==> config.mk <==
export PLATFORM = sky130hd
export DESIGN_NAME = gpel_global_regs
export DESIGN_NICKNAME = d
export VERILOG_FILES = /design/src/include/gpel_pkg.sv /design/src/rtl/gpel_global_regs.sv /design/src/rtl/gpel_rx_stats_gate.sv
export SDC_FILE = /design/constraint.sdc
export NUM_CORES = 1
export LEC_CHECK = 0
export BUFFER_PORTS_ARGS = -buffer_cell sky130_fd_sc_hd__buf_2
export CAP_MARGIN = 20
export CORE_MARGIN = 2
export CORE_UTILIZATION = 41
export DETAILED_ROUTE_END_ITERATION = 8
export PLACE_DENSITY = 0.75
export SLEW_MARGIN = 20
export SYNTH_ARGS = -nofsm -noshare
export SYNTH_HDL_FRONTEND = slang
export SYNTH_HIERARCHICAL = 1
export SYNTH_SLANG_ARGS = --single-unit
export TNS_END_PERCENT = 10
==> constraint.sdc <==
create_clock -name mclk -period 1.62 [get_ports mclk]
set_input_delay 0 -clock mclk [delete_from_list [all_inputs] [get_ports mclk]]
set_output_delay 0 -clock mclk [all_outputs]
set_load 0.01 [all_outputs]
==> src/include/gpel_pkg.sv <==
// Package for the global port enable and link indicator register pair.
// Assumes a 40 MHz core clock and an Avalon-MM slave port with waitrequest.
package gpel_pkg;

  // ----------------------------------------------------------------------
  // Sizes
  // ----------------------------------------------------------------------
  localparam int NUM_PORTS = 10;   // Ten MAC ports, one bit each.
  localparam int ADDR_W = 13;      // Byte address width; wide enough for word 0x502 times four.
  localparam int DATA_W = 32;      // Avalon data width.
  localparam int BE_W = 4;         // Byte enables for a 32-bit word.
  localparam int LANE_W = 8;       // Bits per byte lane.
  localparam int WORD_SHIFT = 2;   // Register index to byte address.

  // ----------------------------------------------------------------------
  // Register map (printed offsets are indices; byte address is four times)
  // ----------------------------------------------------------------------
  localparam logic [ADDR_W-1:0] IDX_PORT_ENABLE = 13'h0500;
  localparam logic [ADDR_W-1:0] IDX_LINK_INDICATOR = 13'h0502;

  // ----------------------------------------------------------------------
  // Reset values
  // ----------------------------------------------------------------------
  localparam logic [NUM_PORTS-1:0] RST_PORT_ENABLE = 10'h3ff;  // All ports active.
  localparam logic [NUM_PORTS-1:0] RST_LINK_INDICATOR = 10'h000;  // No link.
  localparam logic [DATA_W-1:0] READ_ZERO = 32'h0000_0000;  // Unmapped and reserved read.

  // ----------------------------------------------------------------------
  // Bus carriers
  // ----------------------------------------------------------------------
  typedef struct packed {
    logic read;                  // Read request.
    logic write;                 // Write request.
    logic [ADDR_W-1:0] address;  // Byte address.
    logic [DATA_W-1:0] writedata;  // Write data.
    logic [BE_W-1:0] byteenable;   // Byte lanes written.
  } gpel_avm_req_t;

  typedef struct packed {
    logic waitrequest;            // High while the answer is not ready.
    logic [DATA_W-1:0] readdata;  // Read data, valid when waitrequest is low.
  } gpel_avm_rsp_t;

  // Slave handshake states.
  typedef enum logic {GPEL_IDLE, GPEL_ANSWER} gpel_bus_state_t;

endpackage

==> src/rtl/gpel_global_regs.sv <==
// Global port enable and link indicator registers behind an Avalon-MM slave.
// Assumes the master holds each request until it samples waitrequest low.
`timescale 1ns/100ps

module gpel_global_regs #(
  parameter int PORTS = gpel_pkg::NUM_PORTS
) (
  input wire logic mclk,
  input wire logic rst_n,
  input wire gpel_pkg::gpel_avm_req_t avm_req,
  output gpel_pkg::gpel_avm_rsp_t avm_rsp,
  input wire logic serdes_mode,
  input wire logic [PORTS-1:0] rx_frame_start,
  input wire logic [PORTS-1:0] rx_frame_end,
  output logic [PORTS-1:0] port_active,
  output logic [PORTS-1:0] link_present,
  output logic [PORTS-1:0] rx_stats_commit,
  output logic [PORTS-1:0] serdes_power_down
);
  import gpel_pkg::*;

  // ----------------------------------------------------------------------
  // Helpers
  // ----------------------------------------------------------------------
  // Byte address of a register index.
  function automatic logic [ADDR_W-1:0] reg_addr(input logic [ADDR_W-1:0] idx);
    reg_addr = ADDR_W'(idx << WORD_SHIFT);
  endfunction

  // Merge write data into a register through the byte enables; bits above
  // the port count are simply not kept, so they ignore writes.
  function automatic logic [PORTS-1:0] merge_be(input logic [PORTS-1:0] old,
                                                input logic [DATA_W-1:0] wd,
                                                input logic [BE_W-1:0] be);
    logic [PORTS-1:0] res;
    res = old;
    for (int b = 0; b < PORTS; b++) begin
      if (be[b / LANE_W]) begin
        res[b] = wd[b];
      end
    end
    merge_be = res;
  endfunction

  // Zero-extend a port vector onto the bus word.
  function automatic logic [DATA_W-1:0] widen(input logic [PORTS-1:0] v);
    logic [DATA_W-1:0] w;
    w = READ_ZERO;
    w[PORTS-1:0] = v;
    widen = w;
  endfunction

  // ----------------------------------------------------------------------
  // State
  // ----------------------------------------------------------------------
  gpel_bus_state_t state;            // Slave handshake state.
  gpel_bus_state_t next_state;
  logic [PORTS-1:0] port_enable;     // Port enable register.
  logic [PORTS-1:0] next_port_enable;
  logic [PORTS-1:0] link_indicator;  // Link indicator register.
  logic [PORTS-1:0] next_link_indicator;
  logic waitrequest;                 // Registered waitrequest.
  logic next_waitrequest;
  logic [DATA_W-1:0] readdata;       // Registered read data.
  logic [DATA_W-1:0] next_readdata;
  logic hit_enable;                  // Address selects the port enable register.
  logic hit_link;                    // Address selects the link indicator register.

  // ----------------------------------------------------------------------
  // Address decode
  // ----------------------------------------------------------------------
  // Only whole-word aligned addresses hit; anything else is unmapped.
  always_comb begin
    hit_enable = 1'b0;
    hit_link = 1'b0;
    if (avm_req.address == reg_addr(IDX_PORT_ENABLE)) begin
      hit_enable = 1'b1;
    end else if (avm_req.address == reg_addr(IDX_LINK_INDICATOR)) begin
      hit_link = 1'b1;
    end
  end

  // ----------------------------------------------------------------------
  // Bus handshake and register update
  // ----------------------------------------------------------------------
  // Every access takes two cycles: the request is seen in IDLE, and the
  // answer stands for exactly one cycle in ANSWER. Writes land on the edge
  // where the master sees waitrequest low, so a held request never writes
  // twice. The fixed latency costs a cycle but keeps the slave trivial.
  always_comb begin
    next_state = state;
    next_waitrequest = waitrequest;
    next_readdata = readdata;
    next_port_enable = port_enable;
    next_link_indicator = link_indicator;
    case (state)
      GPEL_IDLE: begin
        // A request is taken; prepare the answer for the next cycle.
        if (avm_req.read | avm_req.write) begin
          next_state = GPEL_ANSWER;
          next_waitrequest = 1'b0;
          next_readdata = READ_ZERO;
          if (avm_req.read & hit_enable) begin
            next_readdata = widen(port_enable);
          end else if (avm_req.read & hit_link) begin
            next_readdata = widen(link_indicator);
          end
        end
      end
      GPEL_ANSWER: begin
        // The master samples waitrequest low here; commit any write.
        next_state = GPEL_IDLE;
        next_waitrequest = 1'b1;
        next_readdata = READ_ZERO;
        if (avm_req.write & hit_enable) begin
          next_port_enable = merge_be(port_enable, avm_req.writedata,
                                      avm_req.byteenable);
        end else if (avm_req.write & hit_link) begin
          next_link_indicator = merge_be(link_indicator, avm_req.writedata,
                                         avm_req.byteenable);
        end
      end
      default: begin
        next_state = GPEL_IDLE;
        next_waitrequest = 1'b1;
      end
    endcase
  end

  // Registers only.
  always_ff @(posedge mclk or negedge rst_n) begin
    if (!rst_n) begin
      state <= GPEL_IDLE;
      waitrequest <= 1'b1;
      readdata <= READ_ZERO;
      port_enable <= RST_PORT_ENABLE;
      link_indicator <= RST_LINK_INDICATOR;
    end else begin
      state <= next_state;
      waitrequest <= next_waitrequest;
      readdata <= next_readdata;
      port_enable <= next_port_enable;
      link_indicator <= next_link_indicator;
    end
  end

  // ----------------------------------------------------------------------
  // Outputs
  // ----------------------------------------------------------------------
  // Register values drive the ports directly; no extra stage is added.
  always_comb begin
    avm_rsp.waitrequest = waitrequest;
    avm_rsp.readdata = readdata;
    port_active = port_enable;
    link_present = link_indicator;
  end

  // ----------------------------------------------------------------------
  // Receive statistics gate
  // ----------------------------------------------------------------------
  gpel_rx_stats_gate #(
    .PORTS(PORTS)
  ) u_stats_gate (
    .mclk(mclk),
    .rst_n(rst_n),
    .serdes_mode(serdes_mode),
    .port_enable(port_enable),
    .rx_frame_start(rx_frame_start),
    .rx_frame_end(rx_frame_end),
    .rx_stats_commit(rx_stats_commit),
    .serdes_power_down(serdes_power_down)
  );

endmodule // gpel_global_regs

==> src/rtl/gpel_rx_stats_gate.sv <==
// Per-port gate for receive statistics updates.
// Assumes frame start and end pulses are synchronous to mclk, one per port.
`timescale 1ns/100ps

module gpel_rx_stats_gate #(
  parameter int PORTS = gpel_pkg::NUM_PORTS
) (
  input wire logic mclk,
  input wire logic rst_n,
  input wire logic serdes_mode,
  input wire logic [PORTS-1:0] port_enable,
  input wire logic [PORTS-1:0] rx_frame_start,
  input wire logic [PORTS-1:0] rx_frame_end,
  output logic [PORTS-1:0] rx_stats_commit,
  output logic [PORTS-1:0] serdes_power_down
);
  import gpel_pkg::*;

  logic [PORTS-1:0] in_frame;       // A receive frame is in progress.
  logic [PORTS-1:0] spoiled;        // The frame lost its port mid-way in serializer mode.
  logic [PORTS-1:0] next_in_frame;
  logic [PORTS-1:0] next_spoiled;
  logic [PORTS-1:0] next_commit;
  logic [PORTS-1:0] next_power_down;

  // ----------------------------------------------------------------------
  // Frame tracking
  // ----------------------------------------------------------------------
  // In serializer mode, a frame cut by a disable never reaches the counters,
  // since the serializer has powered down under it and its tail is garbage.
  always_comb begin
    for (int p = 0; p < PORTS; p++) begin
      next_in_frame[p] = (in_frame[p] | rx_frame_start[p]) & ~rx_frame_end[p];
      next_spoiled[p] = spoiled[p];
      if (rx_frame_start[p]) begin
        next_spoiled[p] = 1'b0;
      end
      if ((in_frame[p] | rx_frame_start[p]) & ~port_enable[p] & serdes_mode) begin
        next_spoiled[p] = 1'b1;
      end
      if (rx_frame_end[p]) begin
        next_spoiled[p] = 1'b0;
      end
      next_commit[p] = rx_frame_end[p] & port_enable[p] & ~spoiled[p];
      next_power_down[p] = serdes_mode & ~port_enable[p];
    end
  end

  // Registers only.
  always_ff @(posedge mclk or negedge rst_n) begin
    if (!rst_n) begin
      in_frame <= '0;
      spoiled <= '0;
      rx_stats_commit <= '0;
      serdes_power_down <= '0;
    end else begin
      in_frame <= next_in_frame;
      spoiled <= next_spoiled;
      rx_stats_commit <= next_commit;
      serdes_power_down <= next_power_down;
    end
  end

endmodule // gpel_rx_stats_gate

==> qor.yml, run 1 <==
outcome:
  status: "finished clean"
clocking:
  clk_latency_ps: 330
  cts.clk_slew.worst_paths_ps: 70
  cts.sinks: 72
  cts-root-buf: "clkbuf_8"
  cts-htree-levels: 3
  clockBufferDepth: 2
  numCtsBuffers: 9
  cts_tree: "yes"
routing:
  antenna_left: 0
  wirelength_um: 6732
  drc: 0
  num_vias: 2301
  first_pass_iters: 5
  drt_iter0_markers: 60
  vias_per_cell: 4.538
  wire_per_inst_um: 13.28
setup_path:
  crit_chain: "and2b_1 -> o21ai_1 -> a21oi_1 -> dlygate4sd3_1"
  critPathMaxFanout: 4
  r2r_setup_slack_ps: 40
  path_class: "register to register"
  cp_slowest_stage_delay_ps: 560
  crit_end: "u_stats_gate/spoiled[9]"
  cp_top_family: "flip-flops"
  cp-start-kind: "register"
  r2r-end: "u_stats_gate/spoiled[9]"
  crit_buf_inv: 1
  end_kind: "register"
  r2r_start: "port_active[9]"
  reg2regPathDepth: 4
  crit_start: "port_active[9]"
  cp.depth: 4
  cp.required_ps: 1830
  slowest_stage: "dfstp_2"
  cp_data_arrival_time_ps: 1800
floorplan:
  core_area_um2: 7176
  die-height_um: 89.60
  fp-row-count: 31
  die_x_um: 89.60
  initial_core_util_pct: 41.87
  io_pins: 147
  dieArea_um2: 8028
final_layout:
  most-common-layout-cells: "99 x buf_2, 60 x dfrtp_1, 38 x dlygate4sd3_1, 32 x nor2_1, 22 x conb_1"
  nets: 478
  utilization_pct: 59.79
  layout-drive-gt1-share_pct: 42.16
  instances_no_fill: 507
  antennaDiodeCount: 0
  fillCellCount: 598
  area_growth_pct: 42.82
  final_common_cell: "buf_2"
synthesis:
  syn_inst: 239
  ys_ff_latch: 72
  ys_seq_area_share_pct: 60.43
  synth_area_leaders: "dfrtp_1 51%, dfstp_2 9.6%, mux2_2 6.7%, buf_4 5.7%, nor2_1 4.0%"
  syn_area_per_cell_um2: 12.57
  yosysUniqueCellTypes: 28
  syn_area_um2: 3004
  synth_top_area_share_pct: 50.81
  yosysTopAreaCell: "dfrtp_1"
  yosys_warnings: 6
place:
  placed_cells: 447
  port_buffers: 100
  routabilityCongestion: 0.7690
  post-dp-hpwl_um: 4778
  pre_cts_ws_ps: -117.9
power_and_ir_drop:
  leakage_nw: 2.303
  vdd_drop_max_mv: 0.4878
  power_mw: 3.570
  powerDensity_nw_per_um2: 832.0
global_route:
  grt_max_degree: 30
  gr-total-overflow: 0
  grt_pass1_wl_um: 10540
  grt_pass1_vias: 2246
  antenna_found_initial: 0
  grt_usage_pct: 17.65
sta:
  fin_hold_ws_ps: 30.39
  drv_slew: 0
  finalCritPeriodShare_pct: 97.60
  worst_slack_ps: 38.90
  hold_viol_final: 0
  setup_viol_count_final: 0
  min_period_ps: 1581
  fmax_ghz: 0.6325
  finClkSkew_ps: 11.15
  rsz0062_at_grt: "no"
run:
  cap_violations: 0
worst_hold_path:
  hp-class: "primary input to register"
-- cells by family (layout without fill, tap and decap cells) --
| logic type | count (synthesis) | count (layout) | share of synthesized area, % |
|---|---|---|---|
| compound gates | 31 | 31 | 7.039 |
| buf+inv | 27 | 175 | 6.747 |
| flops | 72 | 72 | 60.43 |
| mux | 20 | 20 | 7.747 |
| other cells | 1 | 22 | 0.1248 |
| simple gates | 88 | 88 | 17.91 |
-- worst register-to-register path: cells and delay by family (launching register included) --
| family | cells | cell delay (ps) |
|---|---|---|
| compound gates | 2 | 170 |
| flops | 1 | 560 |
| buf+inv | 1 | 560 |
| simple gates | 1 | 190 |
-- layer usage --
layer	share of wire (%)	wire length (um)	GRT usage, %	up-vias
met5	0	0	0	-
met4	0.76	51	5.699	0
met3	5.8	391	5.484	4
met2	51	3450	30.35	77
met1	42	2839	21.13	1099
li1	-	-	-	1121
-- synth_stat cells --
cell type,number
or4_1,2
nor4_4,4
nand4bb_1,1
or3b_2,1
mux2_2,18
buf_4,23
clkbuf_1,2
nand4_1,2
dfrtp_1,61
conb_1,1
dfstp_2,11
mux2_4,2
a21o_1,1
nand4b_1,2
nor2_1,32
nand3b_1,1
nand2_1,10
and2b_1,10
buf_6,2
or4_4,1
o21ai_1,10
nor4_1,1
and2_1,10
nand2b_1,10
nor3_1,1
a221o_1,10
a21oi_2,1
a21oi_1,9
-- power breakdown --
part	switching (mW)	internal, mW
Combinational	0.174	0.184
Sequential	0.0271	1.85
Clock	0.618	0.713
Total	0.819	2.75
-- flip-flops by register name, indices dropped and copies added (netlist names) --
signal,count
readdata,10
waitrequest,1
link_present,10
state,1
u_stats_gate/rx_stats_commit,10
port_active,10
u_stats_gate/spoiled,10
u_stats_gate/in_frame,10
u_stats_gate/serdes_power_down,10
-- final cells by class --
class	count	area [um^2]	share of cell area, %
Clock inverter	2	12.51	0.2916
Timing Repair Buffer	160	1090	25.40
Clock buffer	13	178.9	4.170
Tap cell	99	123.9	2.887
Sequential cell	72	1817	42.34
Multi-Input combinational cell	161	1069	24.91
-- worst min-delay path by stage --
stage	from	cells past startpoint	slack (ps)	endpoint
3_3_place_gp	rst_n	1	-50	u_stats_gate/rx_stats_commit[2]
2_1_floorplan	rst_n	0	-300	link_present[0]
5_1_grt	avm_req[49]	3	40	waitrequest
3_5_place_dp	rst_n	1	-50	u_stats_gate/serdes_power_down[2]
4_1_cts	avm_req[49]	3	5	waitrequest
6_report	avm_req[49]	3	30	waitrequest
-- stage by stage --
stage | TNS, ps | area (um^2)
2_1_floorplan | -118.8 | 3083
3_3_place_gp | -1555 | 3632
3_5_place_dp | -2102 | 3632
4_1_cts | 0 | 4254
5_1_grt | 0 | 4290
6_report | 0 | 4290
-- repair_timing --
item                                    CTS  global route
gates resized for setup                   0             8
hold buffers                             43             0
endpoints found under the setup margin    0            11
endpoints found under the hold margin   113             0
setup buffers                             0             2
Power figures use the tool's default switching activity.
==> inputs of run 2 (changes only) <==
--- a/config.mk
+++ b/config.mk
@@ -12,2 +12,3 @@
 export DETAILED_ROUTE_END_ITERATION = 8
+export GPL_ROUTABILITY_DRIVEN = 0
 export PLACE_DENSITY = 0.75
==> constraint.sdc (replaced) <==
create_clock -name mclk -period 1.62 [get_ports mclk]
set_input_delay 0.324 -clock mclk [delete_from_list [all_inputs] [get_ports mclk]]
set_output_delay 0.324 -clock mclk [all_outputs]
set_load 0.01 [all_outputs]
==> run 2 against run 1 <==
Fmax shrank 1.4%. First-iteration DRC count is 27% lower. Utilization is 4.8 points lower. Clock skew down 5.4 ps. Register-to-register slack gained 30 ps. Largest cell class unchanged. Largest power group unchanged. Highest routed layer unchanged.
==> qor.yml, run 2 (same netlist as run 1, synthesis figures left out) <==
power_and_ir_drop:
  power_switching_mw: 0.8569
  pwr-share-comb_pct: 7.6
  vdd_drop_max_mv: 0.5182
  leakage_nw: 2.082
  power_frac_clock_pct: 41.1
  switching_share_pct: 23.39
  pwr-share-seq_pct: 51.3
  p_int_mw: 2.806
  powerDensity_nw_per_um2: 929.2
floorplan:
  fp-row-count: 31
  die_x_um: 89.60
  dieArea_um2: 8028
  core_area_um2: 7176
  die-height_um: 89.60
  initial_core_util_pct: 41.87
  io_pins: 147
clocking:
  cts-htree-levels: 3
  cts.sinks: 72
  numCtsBuffers: 9
  cts_tree: "yes"
  cts-root-buf: "clkbuf_8"
  cts.clk_slew.worst_paths_ps: 70
  clk_latency_ps: 350
  clockBufferDepth: 2
global_route:
  antenna_found_initial: 0
  grt_pass1_wl_um: 9936
  grt_pass1_vias: 2012
  grt_usage_pct: 17.01
  gr-total-overflow: 0
  grt_max_degree: 33
worst_hold_path:
  hp-class: "primary input to register"
  holdPathStages: 2
  hold_path_end: "u_stats_gate/spoiled[0]"
  worstHoldStart: "rx_frame_end[0]"
setup_path:
  cp.required_ps: 1850
  end_kind: "register"
  crit_start: "avm_req[41]"
  r2r-end: "readdata[7]"
  reg2regPathDepth: 4
  cp-start-kind: "primary input"
  cp_data_arrival_time_ps: 1840
  critPathMaxFanout: 4
  r2r_setup_slack_ps: 70
  path_class: "primary input to register"
  r2r_start: "state"
routing:
  wire_per_inst_um: 14.03
  num_vias: 2162
  wl_met2_um: 3048
  vias_per_cell: 4.630
  wirelength_um: 6552
  drt_iter0_markers: 44
  dr_wl_met3_um: 494
  top_layer_used: "met4"
  drc: 0
  first_pass_iters: 4
  antenna_left: 0
  met1_length_um: 2895
final_layout:
  stdcell_area_um2: 3943
  most-common-layout-cells: "97 x buf_2, 61 x dfrtp_1, 32 x nor2_1, 22 x conb_1, 16 x buf_4"
  area_growth_pct: 31.24
  utilization_pct: 54.94
  layout-drive-gt1-share_pct: 47.28
  final_common_cell: "buf_2"
  nets: 437
  antennaDiodeCount: 0
sta:
  fin_hold_ws_ps: 146.9
  drv_slew: 0
  finClkSkew_ps: 5.766
  finalCritPeriodShare_pct: 98.96
  min_period_ps: 1603
  rsz0062_at_grt: "yes"
  setup_viol_count_final: 0
  hold_viol_final: 0
  fmax_ghz: 0.6238
place:
  post-dp-hpwl_um: 4834
  dpl_cell_area_um2: 3655
  port_buffers: 100
outcome:
  status: "finished clean"
run:
  cap_violations: 0
==> run 2: how the worst max path moves through the flow <==
stage	endpoint	slack [ps]
2_1_floorplan	link_present[0]	-340
3_3_place_gp	link_present[3]	-410
3_5_place_dp	link_present[6]	-450
4_1_cts	link_present[2]	-3
5_1_grt	link_present[1]	-30
6_report	link_present[8]	20
==> run 2: through the flow <==
stage	total power [mW]	setup TNS, ps	cells	setup slack [ps]
after floorplan	2.063	-7172	260	-338.8
after global placement	2.176	-11260	450	-406.7
after detailed placement	2.186	-11540	450	-450.0
after CTS	3.702	-4.100	468	-2.528
after global routing	3.832	-181.2	467	-25.12
final	3.663	0	467	16.90
==> run 2: area by class of cell <==
class / instances / area, um^2
clock inverters: 4 / 51.30
clock buffers: 12 / 165.2
multi-input cells: 161 / 1106
flip-flops and latches: 72 / 1815
well taps: 99 / 123.9
fillers: 636 / 3233
repair buffers: 119 / 680.7
==> run 2: timing repair <==
item	CTS	global route
setup endpoints to repair	17	19
setup buffers	1	0
gates resized for setup	14	2
hold endpoints to repair	20	0
pin swaps	2	3
hold buffers	1	0
==> run 2: critical path, stage by stage <==
cell and delay (ps):
buf_6 90, or4_4 530, buf_6 150, nor4_1 260
buf_4 160, mux2_2 320
==> run 2: layer usage <==
layer / track usage (%) / vias up
met5: 0 / -
met4: 8.141 / 0
met3: 4.936 / 10
met2: 25.27 / 89
met1: 22.93 / 1031
li1: - / 1032
==> run 2: power by group through the flow <==
stage	clock (mW)	combinational (mW)	sequential (mW)
2_1_floorplan	0	0.151	1.91
3_3_place_gp	0	0.267	1.91
3_5_place_dp	0	0.273	1.91
4_1_cts	1.54	0.283	1.88
5_1_grt	1.63	0.318	1.88
6_report	1.51	0.279	1.88
==> inputs of run 3 (changes only) <==
- PLACE_DENSITY: 0.75 -> 0.76
==> run 3 against run 2 <==
Via count decreased by 1.2%. Design area increased by 0.57%. Sequential power about the same. Worst hold slack improved by 1.8 ps. Flip-flop and latch count unchanged. Power increased by 5.8%. Count of clock-buffer cells in the layout decreased by 3. Sequential share of layout area decreased by 0.23 points. Non-clock buffer count increased by 2. Worst setup slack got worse by 13 ps. Cell count increased by 0.43%. Clock power increased by 13%. Critical path type unchanged. Critical endpoint is now link_present[7].
==> qor.yml, run 3 (same netlist as run 1, synthesis figures left out) <==
floorplan:
  initial_core_util_pct: 41.87
  fp-row-count: 31
  core_area_um2: 7176
  dieArea_um2: 8028
  die_x_um: 89.60
  io_pins: 147
  die-height_um: 89.60
setup_path:
  cp-start-kind: "primary input"
  cp_slowest_stage_delay_ps: 590
  cp_data_arrival_time_ps: 1840
  critPathMaxFanout: 5
  crit_chain: "buf_2 -> or4_4 -> nor4_4 -> buf_4 -> mux2_2"
  cp_top_family: "simple AND/OR/NAND/NOR gates"
  crit_buf_inv: 2
  end_kind: "register"
  path_class: "primary input to register"
  slowest_stage: "or4_4"
  crit_start: "avm_req[44]"
  r2r_start: "state"
  cp.required_ps: 1850
global_route:
  met3_usage_pct: 5.119
  grt_usage_pct: 16.36
  grtUsageMet2_pct: 25.87
  top_usage_layer: "met2"
  grtUsageMet1_pct: 21.35
  grt_pass1_wl_um: 9756
  grt_pass1_vias: 1995
  gr-total-overflow: 0
  antenna_found_initial: 0
  grt_max_degree: 40
routing:
  drt_iter0_markers: 104
  drc: 0
  wire_per_inst_um: 13.80
  vias_per_cell: 4.552
  num_vias: 2135
  wirelength_um: 6471
  first_pass_iters: 6
  antenna_left: 0
power_and_ir_drop:
  power_mw: 3.876
  powerDensity_nw_per_um2: 977.5
  vdd_drop_max_mv: 0.4705
  leakage_nw: 2.098
clocking:
  cts-root-buf: "clkbuf_8"
  numCtsBuffers: 9
  cts-htree-levels: 3
  clockBufferDepth: 2
  cts_tree: "yes"
  cts.sinks: 72
  cts.clk_slew.worst_paths_ps: 80
  clk_latency_ps: 340
final_layout:
  final_common_cell: "buf_2"
  most-common-layout-cells: "99 x buf_2, 60 x dfrtp_1, 32 x nor2_1, 22 x conb_1, 18 x buf_4"
  antennaDiodeCount: 0
  area_growth_pct: 31.99
  nets: 439
  layout-drive-gt1-share_pct: 48.38
place:
  port_buffers: 100
  post-dp-hpwl_um: 4805
sta:
  drv_slew: 0
  hold_viol_final: 0
  rsz0062_at_grt: "yes"
  fmax_ghz: 0.6186
  setup_viol_count_final: 0
  min_period_ps: 1616
  finalCritPeriodShare_pct: 99.78
  tns_ps: 0
  finClkSkew_ps: 14.27
outcome:
  status: "finished clean"
worst_hold_path:
  hp-class: "primary input to register"
  worstHoldStart: "rx_frame_end[7]"
run:
  cap_violations: 0
[run 3: final timing paths]
path,endpoint,slack (ps),depth (start not counted)
worst max-delay path,link_present[7],4,5
worst min-delay path,u_stats_gate/spoiled[7],150,2
worst max register to register,readdata[7],80,4
worst min register to register,u_stats_gate/rx_stats_commit[2],420,1
max in group asynchronous,port_active[1],680,3
min in group asynchronous,u_stats_gate/spoiled[9],380,2
[run 3: final cells by class]
type / count / area [um^2]
tap: 99 / 123.9
clock buffer: 9 / 123.9
clock inverter: 7 / 117.6
timing repair buffer: 121 / 683.2
multi-input combinational: 161 / 1100
fill: 636 / 3211
sequential: 72 / 1817
[run 3: power breakdown]
group / switching (mW) / leakage (nW) / internal [mW] / total, mW
combinational: 0.165 / 1.06 / 0.120 / 0.286
clock: 0.685 / 0.124 / 1.03 / 1.71
sequential: 0.0278 / 0.917 / 1.85 / 1.88
[run 3: routing by layer]
layer	wire, um	vias up
li1	-	1029
met4	65	0
met3	435	7
met5	0	-
met2	3109	76
met1	2860	1023
[run 3: metrics by stage]
stage / cells / util [%] / worst slack (ps) / area (um^2) / hold slack [ps]
global route: 469 / 55.26 / -27.14 / 3965 / 131.8
floorplan: 260 / - / -338.8 / 3083 / 28.41
global placement: 450 / 50.93 / -425.9 / 3655 / 190.5
detailed placement: 450 / 51.00 / -489.1 / 3660 / 195.4
CTS: 469 / 55.00 / -7.968 / 3946 / 132.0
finish: 469 / 55.26 / 3.546 / 3965 / 148.7
[run 3: repair_timing]
| item | CTS | global route |
|---|---|---|
| setup endpoints to repair | 26 | 29 |
| buffers inserted | 3 | 0 |
| hold buffers | 1 | 0 |
| endpoints found under the hold margin | 13 | 0 |
| pin swaps | 3 | 3 |
| resized for setup | 5 | 5 |
